### src/verilog/rcc_cfg.svh
`ifndef RCC_CFG_SVH
`define RCC_CFG_SVH
// Register indexes; byte address is four times the index
`define RCC_IDX_INDIRECT_DATA    4'h0
`define RCC_IDX_TIMER_COUNT      4'h1
`define RCC_IDX_PC_LOW           4'h2
`define RCC_IDX_CPU_FLAGS        4'h3
`define RCC_IDX_INDIRECT_POINTER 4'h4
`define RCC_IDX_CLOCK_TRIM       4'h5
`define RCC_IDX_PORT_PINS        4'h6
`define RCC_IDX_COMPARATOR_CTRL  4'h7
`define RCC_IDX_PIN_DIRECTION    4'h8
`define RCC_IDX_RESET_CAUSE      4'h9
// Flag register fields
`define RCC_FLAG_PIN_WAKE        7
`define RCC_FLAG_CMP_WAKE        6
`define RCC_FLAG_TIMEOUT_N       4
`define RCC_FLAG_POWER_DOWN_N    3
// Comparator control fields
`define RCC_CMP_OUT_BIT          7
`define RCC_CMP_ON_BIT           3
`define RCC_CMP_WAKE_DIS_BIT     0
// Configuration word fields
`define RCC_CFG_RESET_PIN_BIT    4
`define RCC_CFG_CODE_PROT_BIT    3
`define RCC_CFG_WDT_EN_BIT       2
`define RCC_CFG_USED_MASK        12'h01C
// Reset values
`define RCC_RST_PC_LOW           8'hFF
`define RCC_RST_FLAGS            8'h18
`define RCC_RST_CLOCK_TRIM       8'hFE
`define RCC_RST_CMP_CTRL         8'hFF
`define RCC_RST_PIN_DIRECTION    4'hF
`define RCC_RST_POINTER_TOP      3'h7
`define RCC_RST_UNKNOWN          8'h00
// Timing
`define RCC_SYS_CLK_HZ           20000000
`define RCC_OSC_HZ               4000000
`define RCC_OSC_DIV              (`RCC_SYS_CLK_HZ / `RCC_OSC_HZ)
`endif

### src/verilog/rcc_pkg.sv
package rcc_pkg;
   typedef enum logic [2:0] {
      KIND_NONE      = 3'h0,
      KIND_EXT_RUN   = 3'h1,
      KIND_EXT_SLEEP = 3'h2,
      KIND_WDT_RUN   = 3'h3,
      KIND_WDT_SLEEP = 3'h4,
      KIND_PIN_WAKE  = 3'h5,
      KIND_CMP_WAKE  = 3'h6,
      KIND_POWER_ON  = 3'h7
   } rcc_kind_t;
   typedef enum logic [1:0] {
      ST_FETCH = 2'h0,
      ST_RUN   = 2'h1,
      ST_SLEEP = 2'h2
   } rcc_state_t;
endpackage : rcc_pkg

### src/verilog/rcc_sync.sv
`timescale 1ns/100ps
module rcc_sync #(
   parameter int WIDTH = 1
) (
   input  wire logic             sys_clk,
   input  wire logic             rst_n,
   input  wire logic [WIDTH-1:0] async_in,
   output logic      [WIDTH-1:0] sync_out
);
   logic [WIDTH-1:0] meta_reg;
   initial begin
      if (WIDTH < 1) $error("rcc_sync: WIDTH must be at least 1");
   end
   always_ff @(posedge sys_clk or negedge rst_n) begin
      if (!rst_n) begin
         meta_reg <= '0;
         sync_out <= '0;
      end else begin
         meta_reg <= async_in;
         sync_out <= meta_reg;
      end
   end
endmodule : rcc_sync

### src/verilog/rcc_cause.sv
`timescale 1ns/100ps
// Sorts one cycle's events into a reset kind, external pin first
module rcc_cause (
   input  wire logic               sleeping,
   input  wire logic               ext_event,
   input  wire logic               wdt_event,
   input  wire logic               pin_event,
   input  wire logic               cmp_event,
   output rcc_pkg::rcc_kind_t      kind
);
   always_comb begin
      kind = rcc_pkg::KIND_NONE;
      if (ext_event) begin
         kind = sleeping ? rcc_pkg::KIND_EXT_SLEEP : rcc_pkg::KIND_EXT_RUN;
      end else if (wdt_event) begin
         kind = sleeping ? rcc_pkg::KIND_WDT_SLEEP : rcc_pkg::KIND_WDT_RUN;
      end else if (sleeping && pin_event) begin
         kind = rcc_pkg::KIND_PIN_WAKE;
      end else if (sleeping && cmp_event) begin
         kind = rcc_pkg::KIND_CMP_WAKE;
      end
   end
endmodule : rcc_cause

### src/verilog/rcc_top.sv
// Contract
// [RULE1] Enabled comparator keeps running during sleep
// [RULE2] Power-on loads comparator control reset value
// [RULE3] Comparator control all ones, kept otherwise
// [RULE4] Config word 12 bits, unused bits zero
// [RULE5] Config bit 4 selects reset pin function
// [RULE6] Config bit 3 zero enables code protection
// [RULE7] Config bit 2 alone enables watchdog
// [RULE8] Config word has no program address
// [RULE9] Internal oscillator only, nominal 4 MHz
// [RULE10] Start at last address, then wrap to zero
// [RULE11] Calibration word readable despite code protection
// [RULE12] Trim register tunes oscillator, power-on FEh
// [RULE13] Accumulator bits 7:2 get calibration value
// [RULE14] Seven distinct reset kinds are classified
// [RULE15] Sleep resets keep registers, others restore
// [RULE16] Data, timer, port kept on non-power-on resets
// [RULE17] Power-on flags read 00-1 1xxx
// [RULE18] Running external reset clears wake flags only
// [RULE19] Sleep reset clears wakes, power-down; timeout by kind
// [RULE20] Running watchdog clears wakes and timeout
// [RULE21] Pin wake sets pin flag and timeout
// [RULE22] Comparator wake sets its flag and timeout
`timescale 1ns/100ps
`include "rcc_cfg.svh"
module rcc_top #(
   parameter int PROG_ADDR_W = 8
) (
   input  wire logic                   sys_clk,
   input  wire logic                   rst_n,
   input  wire logic                   wb_cyc_i,
   input  wire logic                   wb_stb_i,
   input  wire logic                   wb_we_i,
   input  wire logic [7:0]             wb_adr_i,
   input  wire logic [3:0]             wb_sel_i,
   input  wire logic [31:0]            wb_dat_i,
   output logic      [31:0]            wb_dat_o,
   output logic                        wb_ack_o,
   input  wire logic [11:0]            config_strap,
   input  wire logic                   shared_pin_three,
   input  wire logic                   comparator_out,
   input  wire logic                   watchdog_timeout,
   input  wire logic                   pin_change,
   input  wire logic                   comparator_change,
   input  wire logic                   sleep_enter,
   input  wire logic [11:0]            calib_word,
   input  wire logic [PROG_ADDR_W-1:0] prog_read_addr,
   output logic                        prog_read_allow,
   output logic [PROG_ADDR_W-1:0]      program_counter,
   output logic [7:0]                  accumulator,
   output logic                        core_reset,
   output logic                        core_run,
   output logic                        core_clk_en,
   output logic [7:0]                  clock_trim_out,
   output logic                        comparator_power,
   output logic                        watchdog_run,
   output logic                        code_protect_on,
   output logic                        reset_pin_select,
   output logic                        pin_three_in
);
   localparam logic [PROG_ADDR_W-1:0] LAST_ADDR = '1;
   localparam int DIV = `RCC_OSC_DIV;
   localparam int DIV_W = $clog2(DIV);

   initial begin
      if (PROG_ADDR_W < 8 || PROG_ADDR_W > 12) $error("rcc_top: PROG_ADDR_W out of range");
      if (DIV < 2) $error("rcc_top: system clock too slow for oscillator rate");
   end

   // ==========================================================
   // Pin synchronisers
   // ==========================================================
   logic [1:0] pins_sync;
   logic       ext_reset_n;
   logic       cmp_out_s;
   logic       ext_prev_reg;

   rcc_sync #(
      .WIDTH    (2)
   ) u_sync (
      .sys_clk  (sys_clk),
      .rst_n    (rst_n),
      .async_in ({shared_pin_three, comparator_out}),
      .sync_out (pins_sync)
   );
   assign ext_reset_n = pins_sync[1];
   assign cmp_out_s   = pins_sync[0];

   // ==========================================================
   // Configuration word, captured once after power-on
   // ==========================================================
   logic [11:0] cfg_reg;
   logic        cfg_done_reg;

   always_ff @(posedge sys_clk or negedge rst_n) begin
      if (!rst_n) begin
         cfg_reg      <= 12'h000;
         cfg_done_reg <= 1'b0;
      end else if (!cfg_done_reg) begin
         cfg_reg      <= config_strap & `RCC_CFG_USED_MASK; // [RULE4]
         cfg_done_reg <= 1'b1;
      end
   end

   // No bus index decodes to the configuration word
   assign reset_pin_select = cfg_reg[`RCC_CFG_RESET_PIN_BIT]; // [RULE8]
   assign code_protect_on  = ~cfg_reg[`RCC_CFG_CODE_PROT_BIT]; // [RULE6]
   assign watchdog_run     = cfg_reg[`RCC_CFG_WDT_EN_BIT]; // [RULE7]
   assign pin_three_in     = ext_reset_n;

   always_comb begin
      prog_read_allow = ~code_protect_on | (prog_read_addr == LAST_ADDR); // [RULE11]
   end

   // ==========================================================
   // Event sources and classification
   // ==========================================================
   rcc_pkg::rcc_state_t state_reg;
   rcc_pkg::rcc_kind_t  kind;
   logic                ext_event;
   logic                wdt_event;
   logic                cmp_event;
   logic                sleeping;
   logic [7:0]          cmp_ctrl_reg;

   always_ff @(posedge sys_clk or negedge rst_n) begin
      if (!rst_n) begin
         ext_prev_reg <= 1'b1;
      end else begin
         ext_prev_reg <= ext_reset_n;
      end
   end

   // Pin acts as reset only when selected; otherwise internal reset idle
   assign ext_event = reset_pin_select & ext_prev_reg & ~ext_reset_n; // [RULE5]
   assign wdt_event = watchdog_run & watchdog_timeout; // [RULE7]
   assign cmp_event = comparator_change & ~cmp_ctrl_reg[`RCC_CMP_WAKE_DIS_BIT];
   assign sleeping  = (state_reg == rcc_pkg::ST_SLEEP);

   rcc_cause u_cause (
      .sleeping  (sleeping),
      .ext_event (ext_event),
      .wdt_event (wdt_event),
      .pin_event (pin_change),
      .cmp_event (cmp_event),
      .kind      (kind) // [RULE14]
   );

   logic any_reset;
   logic restore;
   assign any_reset = (kind != rcc_pkg::KIND_NONE);
   assign restore   = any_reset && kind != rcc_pkg::KIND_EXT_SLEEP
                      && kind != rcc_pkg::KIND_WDT_SLEEP; // [RULE15]

   // ==========================================================
   // Core sequencing
   // ==========================================================
   logic [PROG_ADDR_W-1:0] pc_reg;
   logic [7:0]             acc_reg;
   logic                   core_reset_reg;

   always_ff @(posedge sys_clk or negedge rst_n) begin
      if (!rst_n) begin
         state_reg <= rcc_pkg::ST_FETCH;
      end else if (any_reset) begin
         state_reg <= rcc_pkg::ST_FETCH;
      end else begin
         unique case (state_reg)
            rcc_pkg::ST_FETCH: begin
               state_reg <= rcc_pkg::ST_RUN;
            end
            rcc_pkg::ST_RUN: begin
               if (sleep_enter) state_reg <= rcc_pkg::ST_SLEEP;
            end
            rcc_pkg::ST_SLEEP: begin
               state_reg <= rcc_pkg::ST_SLEEP;
            end
            default: begin
               state_reg <= rcc_pkg::ST_FETCH;
            end
         endcase
      end
   end

   always_ff @(posedge sys_clk or negedge rst_n) begin
      if (!rst_n) begin
         pc_reg <= LAST_ADDR;
      end else if (any_reset) begin
         pc_reg <= LAST_ADDR; // [RULE10]
      end else if (state_reg == rcc_pkg::ST_FETCH) begin
         pc_reg <= '0; // [RULE10]
      end
   end

   always_ff @(posedge sys_clk or negedge rst_n) begin
      if (!rst_n) begin
         acc_reg <= `RCC_RST_UNKNOWN;
      end else if (state_reg == rcc_pkg::ST_FETCH && !any_reset) begin
         acc_reg <= calib_word[7:0]; // [RULE13]
      end
   end

   always_ff @(posedge sys_clk or negedge rst_n) begin
      if (!rst_n) begin
         core_reset_reg <= 1'b1;
      end else begin
         core_reset_reg <= any_reset;
      end
   end

   assign program_counter = pc_reg;
   assign accumulator     = acc_reg;
   assign core_reset      = core_reset_reg;
   assign core_run        = (state_reg == rcc_pkg::ST_RUN);

   // ==========================================================
   // Internal oscillator rate enable
   // ==========================================================
   logic [DIV_W-1:0] div_reg;

   always_ff @(posedge sys_clk or negedge rst_n) begin
      if (!rst_n) begin
         div_reg     <= '0;
         core_clk_en <= 1'b0;
      end else if (div_reg == DIV_W'(DIV - 1)) begin
         div_reg     <= '0;
         core_clk_en <= ~sleeping; // [RULE9]
      end else begin
         div_reg     <= div_reg + DIV_W'(1);
         core_clk_en <= 1'b0;
      end
   end

   // ==========================================================
   // Wishbone slave
   // ==========================================================
   logic [3:0] idx;
   logic       wr;
   logic [7:0] wbyte;
   logic       ack_reg;
   logic [7:0] rd_next;

   assign idx   = wb_adr_i[5:2];
   assign wr    = wb_cyc_i & wb_stb_i & wb_we_i & wb_sel_i[0] & ~ack_reg
                  & (wb_adr_i[7:6] == 2'h0);
   assign wbyte = wb_dat_i[7:0];

   function automatic logic hit(input logic [3:0] a, input logic [3:0] want);
      hit = (a == want);
   endfunction : hit

   // ==========================================================
   // Register file
   // ==========================================================
   logic [7:0] ind_data_reg;
   logic [7:0] timer_reg;
   logic [7:0] flags_reg;
   logic [7:0] pointer_reg;
   logic [7:0] trim_reg;
   logic [3:0] port_reg;
   logic [3:0] dir_reg;
   logic [2:0] cause_reg;

   // Of all resets, only power-on touches these; bus writes still load them
   always_ff @(posedge sys_clk or negedge rst_n) begin
      if (!rst_n) begin
         ind_data_reg <= `RCC_RST_UNKNOWN; // [RULE16]
         timer_reg    <= `RCC_RST_UNKNOWN;
         port_reg     <= 4'h0;
      end else if (wr) begin
         if (hit(idx, `RCC_IDX_INDIRECT_DATA)) ind_data_reg <= wbyte;
         if (hit(idx, `RCC_IDX_TIMER_COUNT)) timer_reg <= wbyte;
         if (hit(idx, `RCC_IDX_PORT_PINS)) port_reg <= wbyte[3:0];
      end
   end

   always_ff @(posedge sys_clk or negedge rst_n) begin
      if (!rst_n) begin
         trim_reg <= `RCC_RST_CLOCK_TRIM; // [RULE12]
      end else if (wr && hit(idx, `RCC_IDX_CLOCK_TRIM)) begin
         trim_reg <= wbyte; // [RULE12]
      end
   end
   assign clock_trim_out = trim_reg;

   // Output bit is live from the comparator, never stored
   always_ff @(posedge sys_clk or negedge rst_n) begin
      if (!rst_n) begin
         cmp_ctrl_reg <= `RCC_RST_CMP_CTRL; // [RULE2] [RULE3]
      end else if (wr && hit(idx, `RCC_IDX_COMPARATOR_CTRL)) begin
         cmp_ctrl_reg <= {1'b1, wbyte[6:0]};
      end
   end
   // Sleep does not gate the comparator supply
   assign comparator_power = cmp_ctrl_reg[`RCC_CMP_ON_BIT]; // [RULE1]

   always_ff @(posedge sys_clk or negedge rst_n) begin
      if (!rst_n) begin
         pointer_reg <= {`RCC_RST_POINTER_TOP, 5'h00};
         dir_reg     <= `RCC_RST_PIN_DIRECTION;
      end else if (restore) begin
         pointer_reg <= {`RCC_RST_POINTER_TOP, pointer_reg[4:0]}; // [RULE15]
         dir_reg     <= `RCC_RST_PIN_DIRECTION; // [RULE15]
      end else if (wr) begin
         if (hit(idx, `RCC_IDX_INDIRECT_POINTER)) pointer_reg <= {3'h7, wbyte[4:0]};
         if (hit(idx, `RCC_IDX_PIN_DIRECTION)) dir_reg <= wbyte[3:0];
      end
   end

   always_ff @(posedge sys_clk or negedge rst_n) begin
      if (!rst_n) begin
         cause_reg <= rcc_pkg::KIND_POWER_ON;
      end else if (any_reset) begin
         cause_reg <= kind;
      end
   end

   // Hardware reset events win over a same-cycle software write
   always_ff @(posedge sys_clk or negedge rst_n) begin
      if (!rst_n) begin
         flags_reg <= `RCC_RST_FLAGS; // [RULE17]
      end else begin
         unique case (kind)
            rcc_pkg::KIND_EXT_RUN: begin
               flags_reg[7:6] <= 2'h0; // [RULE18]
            end
            rcc_pkg::KIND_EXT_SLEEP: begin
               flags_reg[7:3] <= 5'h02; // [RULE19]
            end
            rcc_pkg::KIND_WDT_SLEEP: begin
               flags_reg[7:3] <= 5'h00; // [RULE19]
            end
            rcc_pkg::KIND_WDT_RUN: begin
               flags_reg[7:6] <= 2'h0; // [RULE20]
               flags_reg[`RCC_FLAG_TIMEOUT_N] <= 1'b0; // [RULE20]
            end
            rcc_pkg::KIND_PIN_WAKE: begin
               flags_reg[7:3] <= 5'h12; // [RULE21]
            end
            rcc_pkg::KIND_CMP_WAKE: begin
               flags_reg[7:3] <= 5'h0A; // [RULE22]
            end
            default: begin
               if (state_reg == rcc_pkg::ST_RUN && sleep_enter) begin
                  flags_reg[`RCC_FLAG_TIMEOUT_N]    <= 1'b1;
                  flags_reg[`RCC_FLAG_POWER_DOWN_N] <= 1'b0;
               end
               if (wr && hit(idx, `RCC_IDX_CPU_FLAGS)) begin
                  flags_reg[7:6] <= wbyte[7:6];
                  flags_reg[2:0] <= wbyte[2:0];
               end
            end
         endcase
      end
   end

   // ==========================================================
   // Read path and acknowledge
   // ==========================================================
   always_comb begin
      rd_next = 8'h00;
      if (wb_adr_i[7:6] == 2'h0) begin
         unique case (idx)
            `RCC_IDX_INDIRECT_DATA:    rd_next = ind_data_reg;
            `RCC_IDX_TIMER_COUNT:      rd_next = timer_reg;
            `RCC_IDX_PC_LOW:           rd_next = pc_reg[7:0];
            `RCC_IDX_CPU_FLAGS:        rd_next = {flags_reg[7:6], 1'b0, flags_reg[4:0]};
            `RCC_IDX_INDIRECT_POINTER: rd_next = pointer_reg;
            `RCC_IDX_CLOCK_TRIM:       rd_next = trim_reg;
            `RCC_IDX_PORT_PINS:        rd_next = {4'h0, port_reg};
            `RCC_IDX_COMPARATOR_CTRL:  rd_next = {cmp_out_s, cmp_ctrl_reg[6:0]};
            `RCC_IDX_RESET_CAUSE:      rd_next = {5'h00, cause_reg};
            default:                   rd_next = 8'h00;
         endcase
      end
   end

   always_ff @(posedge sys_clk or negedge rst_n) begin
      if (!rst_n) begin
         ack_reg  <= 1'b0;
         wb_dat_o <= 32'h00000000;
      end else begin
         ack_reg  <= wb_cyc_i & wb_stb_i & ~ack_reg;
         wb_dat_o <= {24'h000000, rd_next};
      end
   end
   assign wb_ack_o = ack_reg;

endmodule : rcc_top

### config.mk
export PLATFORM = sky130hd
export DESIGN_NAME = rcc_top
export DESIGN_NICKNAME = d
export VERILOG_FILES = /design/src/verilog/rcc_pkg.sv /design/src/verilog/rcc_sync.sv /design/src/verilog/rcc_cause.sv /design/src/verilog/rcc_top.sv
export VERILOG_INCLUDE_DIRS = /design/src /design/src/verilog
export SDC_FILE = /design/constraint.sdc
export NUM_CORES = 1
export LEC_CHECK = 0
export ABC_AREA = 0
export BUFFER_PORTS_ARGS = -buffer_cell sky130_fd_sc_hd__buf_2
export CORE_MARGIN = 2
export CORE_UTILIZATION = 52
export CTS_BUF_LIST = sky130_fd_sc_hd__clkbuf_8
export CTS_CLUSTER_SIZE = 16
export DETAILED_ROUTE_END_ITERATION = 8
export GPL_ROUTABILITY_DRIVEN = 0
export PLACE_DENSITY = 0.82
export SLEW_MARGIN = 15
export SYNTH_ARGS = -nofsm -noshare
export SYNTH_HDL_FRONTEND = slang
export SYNTH_SLANG_ARGS = --single-unit
### constraint.sdc
create_clock -name sys_clk -period 2.38 [get_ports sys_clk]
set_clock_uncertainty 0.2 [all_clocks]
set_input_delay 0.119 -clock sys_clk [delete_from_list [all_inputs] [get_ports sys_clk]]
set_output_delay 0.119 -clock sys_clk [all_outputs]
set_load 0.01 [all_outputs]
## After elaboration in Yosys (flattened, before gate mapping)

Index checks and enable logic that the tools add are counted.

| operators by class | value |
|---|---|
| order comparisons | 0 |
| mux-type cells | 23 |
| div/mod/pow operators | 0 |
| reduce and logical (&&, ||, !) cells | 34 |
| bitwise logic cells | 20 |
| shift operators | 0 |
| multiply operators | 0 |
| $add $sub $neg | 1 |
| equality and inequality tests | 21 |

Operator list:

| operator | number |
|---|---|
| one-hot mux 8 bit (9 select lines) | 1 |
| two-way mux 8 bit | 6 |
| two-way mux 3 bit | 6 |
| equality test 4 x 3 -> 1 bit, second input constant | 4 |
| AND reduction 2 bit | 7 |
| equality test 3 bit, second input constant | 4 |
| one-hot mux 2 bit (3 select lines) | 2 |
| bitwise AND 1 bit | 10 |
| two-way mux 2 bit | 5 |
| logical AND 1 bit | 9 |
| NOT 1 bit | 9 |
| equality test 4 x 2 -> 1 bit, second input constant | 2 |
| equality test 8 bit, second input constant | 1 |
| nonzero test 2 bit | 4 |
| OR reduction 4 bit | 2 |
| equality test 3 x 2 -> 1 bit, second input constant | 2 |
| != test 3 x 2 -> 1 bit, second input constant | 2 |
| nonzero test 3 bit | 2 |
| OR reduction 6 bit | 1 |
| equality test 4 x 1 -> 1 bit, second input constant | 1 |
| equality test 4 bit, second input constant | 1 |
| zero test 2 bit | 2 |
| zero test 4 bit | 1 |
| nonzero test 4 bit | 1 |
| other kinds (13) | 14 |

| storage, ports and cells | value |
|---|---|
| memory bits (writable) | 0 |
| memories kept | 0 |
| flip-flop bits (word level) | 94 |
| word-level logic and storage cells | 124 |
| bits in read-only memories | 0 |
| bits in latches | 0 |

## Depth between registers and ports, before layout

| logic depth | value |
|---|---|
| depth in word-level cells | 12 |
| mapped depth | 8 |
| gate-level depth less buffers | 6 |

## Hierarchy

Synthesis repeated with hierarchy kept, for this count alone.

| second synthesis, totals | value |
|---|---|
| cells, all modules | 359 |
| area total of the unflattened synthesis | 4,345.4 um2 |

Modules (own cells, without submodules):

| module | cells an instance | area each (um2) | times used |
|---|---|---|---|
| rcc_top | 347 | 4,181.5 | 1 |
| rcc_sync | 4 | 100.1 | 1 |
| rcc_cause | 8 | 63.8 | 1 |

## Worst setup path before layout

No wires, ideal clock.

| path | value |
|---|---|
| kind | flip-flop to flip-flop |
| start | register ack_reg (netlist: wb_ack_o) |
| end | register pointer_reg[6] |
| data arrival time | 1.452 ns |
| cell stages (with the launch flop) | 6 |
| required time | 2.087 ns |
| library setup time | 0.093 ns |
| path slack | 0.634 ns |
| cell sequence | dfrtp_1 > and3b_1 > buf_6 > and4_1 > buf_2 > or4_4 |

| on the way | value |
|---|---|
| longest elaborated chain between the ends | 5 |

RTL lines:

| item | RTL line | source |
|---|---|---|
| start: declaration | rcc_top.sv:240 | `logic ack_reg;` |
| start signal: assignment | rcc_top.sv:383 | `ack_reg <= wb_cyc_i & wb_stb_i & ~ack_reg;` |
| NOT 1 bit | rcc_top.sv:244 | `assign wr = wb_cyc_i & wb_stb_i & wb_we_i & wb_sel_i[0] & ~ack_reg` |
| bitwise AND 1 bit | rcc_top.sv:244 |  |
| bitwise AND 1 bit | rcc_top.sv:245 | `& (wb_adr_i[7:6] == 2'h0);` |
| nonzero test 2 bit (no line) | n/a |  |
| AND reduction 2 bit (no line) | n/a |  |
| end signal: assignment | rcc_top.sv:299 | `` pointer_reg <= {`RCC_RST_POINTER_TOP, 5'h00}; `` |
| end signal: assignment | rcc_top.sv:302 | `` pointer_reg <= {`RCC_RST_POINTER_TOP, pointer_reg[4:0]}; `` |
| end signal: assignment | rcc_top.sv:305 | `` if (hit(idx, `RCC_IDX_INDIRECT_POINTER)) pointer_reg <= {3'h7, wbyte[4:0]}; `` |
| end: declaration | rcc_top.sv:258 | `logic [7:0] pointer_reg;` |

Every way passes these cells.
A chain may end at the register's enable or synchronous reset.

## Worst setup path after layout

| path | value |
|---|---|
| start | register ack_reg (netlist: wb_ack_o) |
| end | register flags_reg[6] |

| on the way | value |
|---|---|
| longest elaborated chain between the ends | 5 |

RTL lines:

| item | RTL line | source |
|---|---|---|
| NOT 1 bit | rcc_top.sv:244 |  |
| bitwise AND 1 bit | rcc_top.sv:244 |  |
| bitwise AND 1 bit | rcc_top.sv:245 |  |
| logical AND 1 bit | rcc_top.sv:348 | `` if (wr && hit(idx, `RCC_IDX_CPU_FLAGS)) begin `` |
| nonzero test 4 bit (no line) | n/a |  |
| end signal: assignment | rcc_top.sv:321 | `` flags_reg <= `RCC_RST_FLAGS; `` |
| end signal: assignment | rcc_top.sv:349 | `flags_reg[7:6] <= wbyte[7:6];` |
| end: declaration | rcc_top.sv:257 | `logic [7:0] flags_reg;` |

Every way passes these cells.

==> results.md <==
Cells and area:
- The layout cell share with drive strength beyond 1 is 0.413.
- The total inserted antenna cells is 0.
- The net count of the finished layout is 581.
- The final instance area is 0.00537 mm2.
- The synthesis-to-layout area growth is 19.2%.

Global routing:
- The first global-routing pass estimated 16,800 um of wire.
- The total track usage is 0.222.
- Entering global routing, the biggest net connects 47 pins.
- Summed over all layers, the global routing overflow is 0.
- The number of antenna violations at the first check in global routing was 0.
- The via count of the first global-routing pass came to 3,437.

Route:
- The count of nets left with antenna violations after detail routing is 0.
- The number of DRC violations after detailed-routing iteration 0 is 132.
- The total vias in the final route is 3,345.
- The total DRC errors in the routed layout is 0.
- The post-detailed-routing wire length is 10,200 um.
- Dividing the detail-routed via count by the number of cells gives 5.58.
- In the final routed layout, each cell accounts on average for 17.1 um.
- Before antenna repair, the detailed router went through 4 iterations.

Timing:
- The smallest clock period supported by the final layout is computed as 2.22 ns.
- After routing, the total negative slack on setup checks comes to 0 ns.
- The final count of hold timing violations is 0.
- The transition time at the pin with the least slew margin is 0.982 ns.
- The number of failing setup endpoints in the final timing report is 0.
- Setup repair after global routing left no endpoint under its margin.
- The share of the cycle needed by the critical path after routing is 0.932.
- The worst path setup slack after routing is 0.162 ns.
- Timing would allow up to 451 MHz.
- Measured against its own limit, the worst slew margin works out to 0.343.
- The count of pins over their slew limit came to 0.

Synthesis:
- The synthesized netlist cell count is 385.
- Synthesis inferred 85 register bits.
- The adder-cell area share of the yosys netlist is 0.0139.
- The most numerous cell in the Yosys netlist is dfrtp_1.
- The most frequently used flop master after synthesis is dfrtp_1.
- By area the synthesized netlist is led by dfrtp_1 34%, dfstp_2 13%, mux2_2 10%.
- The fraction of synthesized cell area in xor and xnor cells is 0.
- The synthesized-area fraction occupied by ao, oa, aoi and oai cells is 0.0949.
- Of the post-synthesis cell area, the dominant cell type holds 0.344.
- In the synthesized netlist the async set-or-reset flop fraction comes to 1.00.
- The Yosys step of the flow raised 0 warnings.
- Of the total synthesized cell area, the portion taken by AND, OR, NAND and NOR gates is 0.153.
- The main combinational cell family by area after synthesis is multiplexers.
- After synthesis, the most frequently instantiated cells are 62 x dfrtp_1, 42 x mux2_2, 33 x buf_4.
- The post-synthesis average cell area is 11.7 um2.
- After synthesis, the share of cell area in mux cells is 0.179.
- The number of synthesized flops with an enable pin is 0.
- Of the synthesized area, sequential elements account for 0.478.
- The library cell occupying the most area in the post-synthesis netlist is dfrtp_1.
- The count of different cell masters after synthesis is 54.
- In this run the cell area of the synthesized design comes to 0.00451 mm2.

Die:
- The die covers 0.00943 mm2.
- The floorplan has 33 rows.
- The floorplan die width is 97.1 um.
- The effective utilization at floorplan is 0.543.
- The standard cell core area is 0.00830 mm2.
- The chip height is 97.1 um.
- The number of I/O pins is 153.

Clock network:
- The H-tree was split into 3 levels.
- Clock-pin slew was measured on the worst setup and hold paths at 0.10 ns.
- For this design, the sink count on the clock tree is 85.
- TritonCTS built the clock tree.
- The tree is rooted in a clkbuf_8.
- The number of gates resized after CTS is 0.
- The clock passes through at most 2 buffers.
- In this run, CTS created clock tree buffers numbering 9.
- For the worst-skew pair, the clock arrives at the later sink with an insertion delay of 0.36 ns.

Setup path:
- The critical path class is flip-flop to flip-flop.
- The category of the worst setup path capture point is a flip-flop.
- The startpoint kind of the worst setup timing path is a flip-flop.
- The longest individual stage delay on the worst path is 0.56 ns.
- At the worst endpoint, the required time is 2.47 ns.
- The worst register-to-register path has a setup slack of 0.16 ns.
- The cell with the largest stage delay on the worst path is dlygate4sd3_1.
- The maximum fanout along the worst path is 9.
- At the worst endpoint, the arrival time is 2.31 ns.
- On the critical path the largest part of the delay comes from simple AND/OR/NAND/NOR gates.
- Walking the worst path, the cells encountered are and3b_1, and4_1, nand2_1, a31oi_1, dlygate4sd3_1.
- The number of buffers and inverters on the critical path is 1.

Place:
- In this run the tool buffered the top-level ports with 86 buffer cells.
- Once detailed placement completed, the half-perimeter wirelength came to 7150 um.
- Timing analysis after detailed placement gives a worst setup slack of 0.348 ns.
- After detailed placement, the total cell area comes to 0.00489 mm2.

Power:
- The power density over the cells is 741 mW/mm2.
- The leakage component of the power is 2.56 nW.
- VDD sags by at most 0.000793 V.

Hold path:
- The classification of the worst-slack hold path is primary input to flip-flop.

Flow run:
- The number of maximum-capacitance constraint violations is 0.

Status:
- The run finished with clean final reports.
## worst paths after layout
check,depth (start not counted),start,endpoint
hold reg to reg,0,u_sync.meta_reg[0],u_sync.sync_out[0]
max in group asynchronous,3,rst_n,program_counter[6]
hold / removal,3,wb_adr_i[4],wb_dat_o[2]
setup reg to reg,5,wb_ack_o,flags_reg[6]
min in group asynchronous,2,rst_n,wb_dat_o[7]
setup / recovery,5,wb_ack_o,flags_reg[6]
## layout by cell type, fill, tap and decap left out, types with 6 or more instances in the layout
cell type and n:
a21oi_1 19, a31oi_1 6, and4b_1 6, buf_2 85
buf_4 6, clkbuf_8 9, conb_1 25, dfrtp_1 62
dfstp_2 23, dlygate4sd3_1 26, inv_1 7, mux2_2 42
mux2_4 16, mux2i_1 7, nand2_1 22, nand3_1 10
nand3b_1 7, nand4_1 9, nor2_1 12, o21ai_0 20
## final cells by class
cell class / instances / area, um2
Fill cell: 654 / 2930
Multi-Input combinational cell: 268 / 2080
Timing Repair Buffer: 118 / 751
Clock inverter: 7 / 104
Inverter: 7 / 26.3
Tap cell: 105 / 131
Clock buffer: 9 / 124
Sequential cell: 85 / 2160
## logic make-up after synthesis
| kind of cell | count (synthesis) |
|---|---|
| AOI/OAI and AO/OA | 68 |
| other | 2 |
| and+or+nand+nor | 104 |
| adders and majority gates | 5 |
| DFF | 85 |
| buffers and inverters | 55 |
| muxes | 66 |
## timing repair
item	4_1_cts	5_1_grt
buffers inserted	0	0
hold endpoints to repair	108	0
hold buffers	26	0
## worst min-delay path, cell delays in order
cell and delay (ns):
buf_2 0.20, a31oi_1 0.16, a31oi_1 0.08
## layer usage
layer / global-route usage / vias up / wire length (um)
li1: - / 1556 / -
met4: 0.0748 / 0 / 150
met5: 0 / - / 0
met1: 0.273 / 1624 / 4270
met2: 0.382 / 147 / 5150
met3: 0.0540 / 18 / 651
## power breakdown
part / internal [mW] / switching, mW
Clock: 0.605 / 0.547
Combinational: 0.460 / 0.536
Sequential: 1.68 / 0.157
## metrics by stage
stage	utilization	total power, mW	cells	hold WS (ns)
floorplan	-	2.53	408	-0.377
global placement	0.589	2.76	557	-0.0470
detailed placement	0.589	2.79	557	-0.0402
CTS	0.648	3.98	599	0.0297
global route	0.648	4.18	599	0.0457
finish	0.648	3.98	599	0.0459
Note: power is estimated with default switching activity, not from simulation.
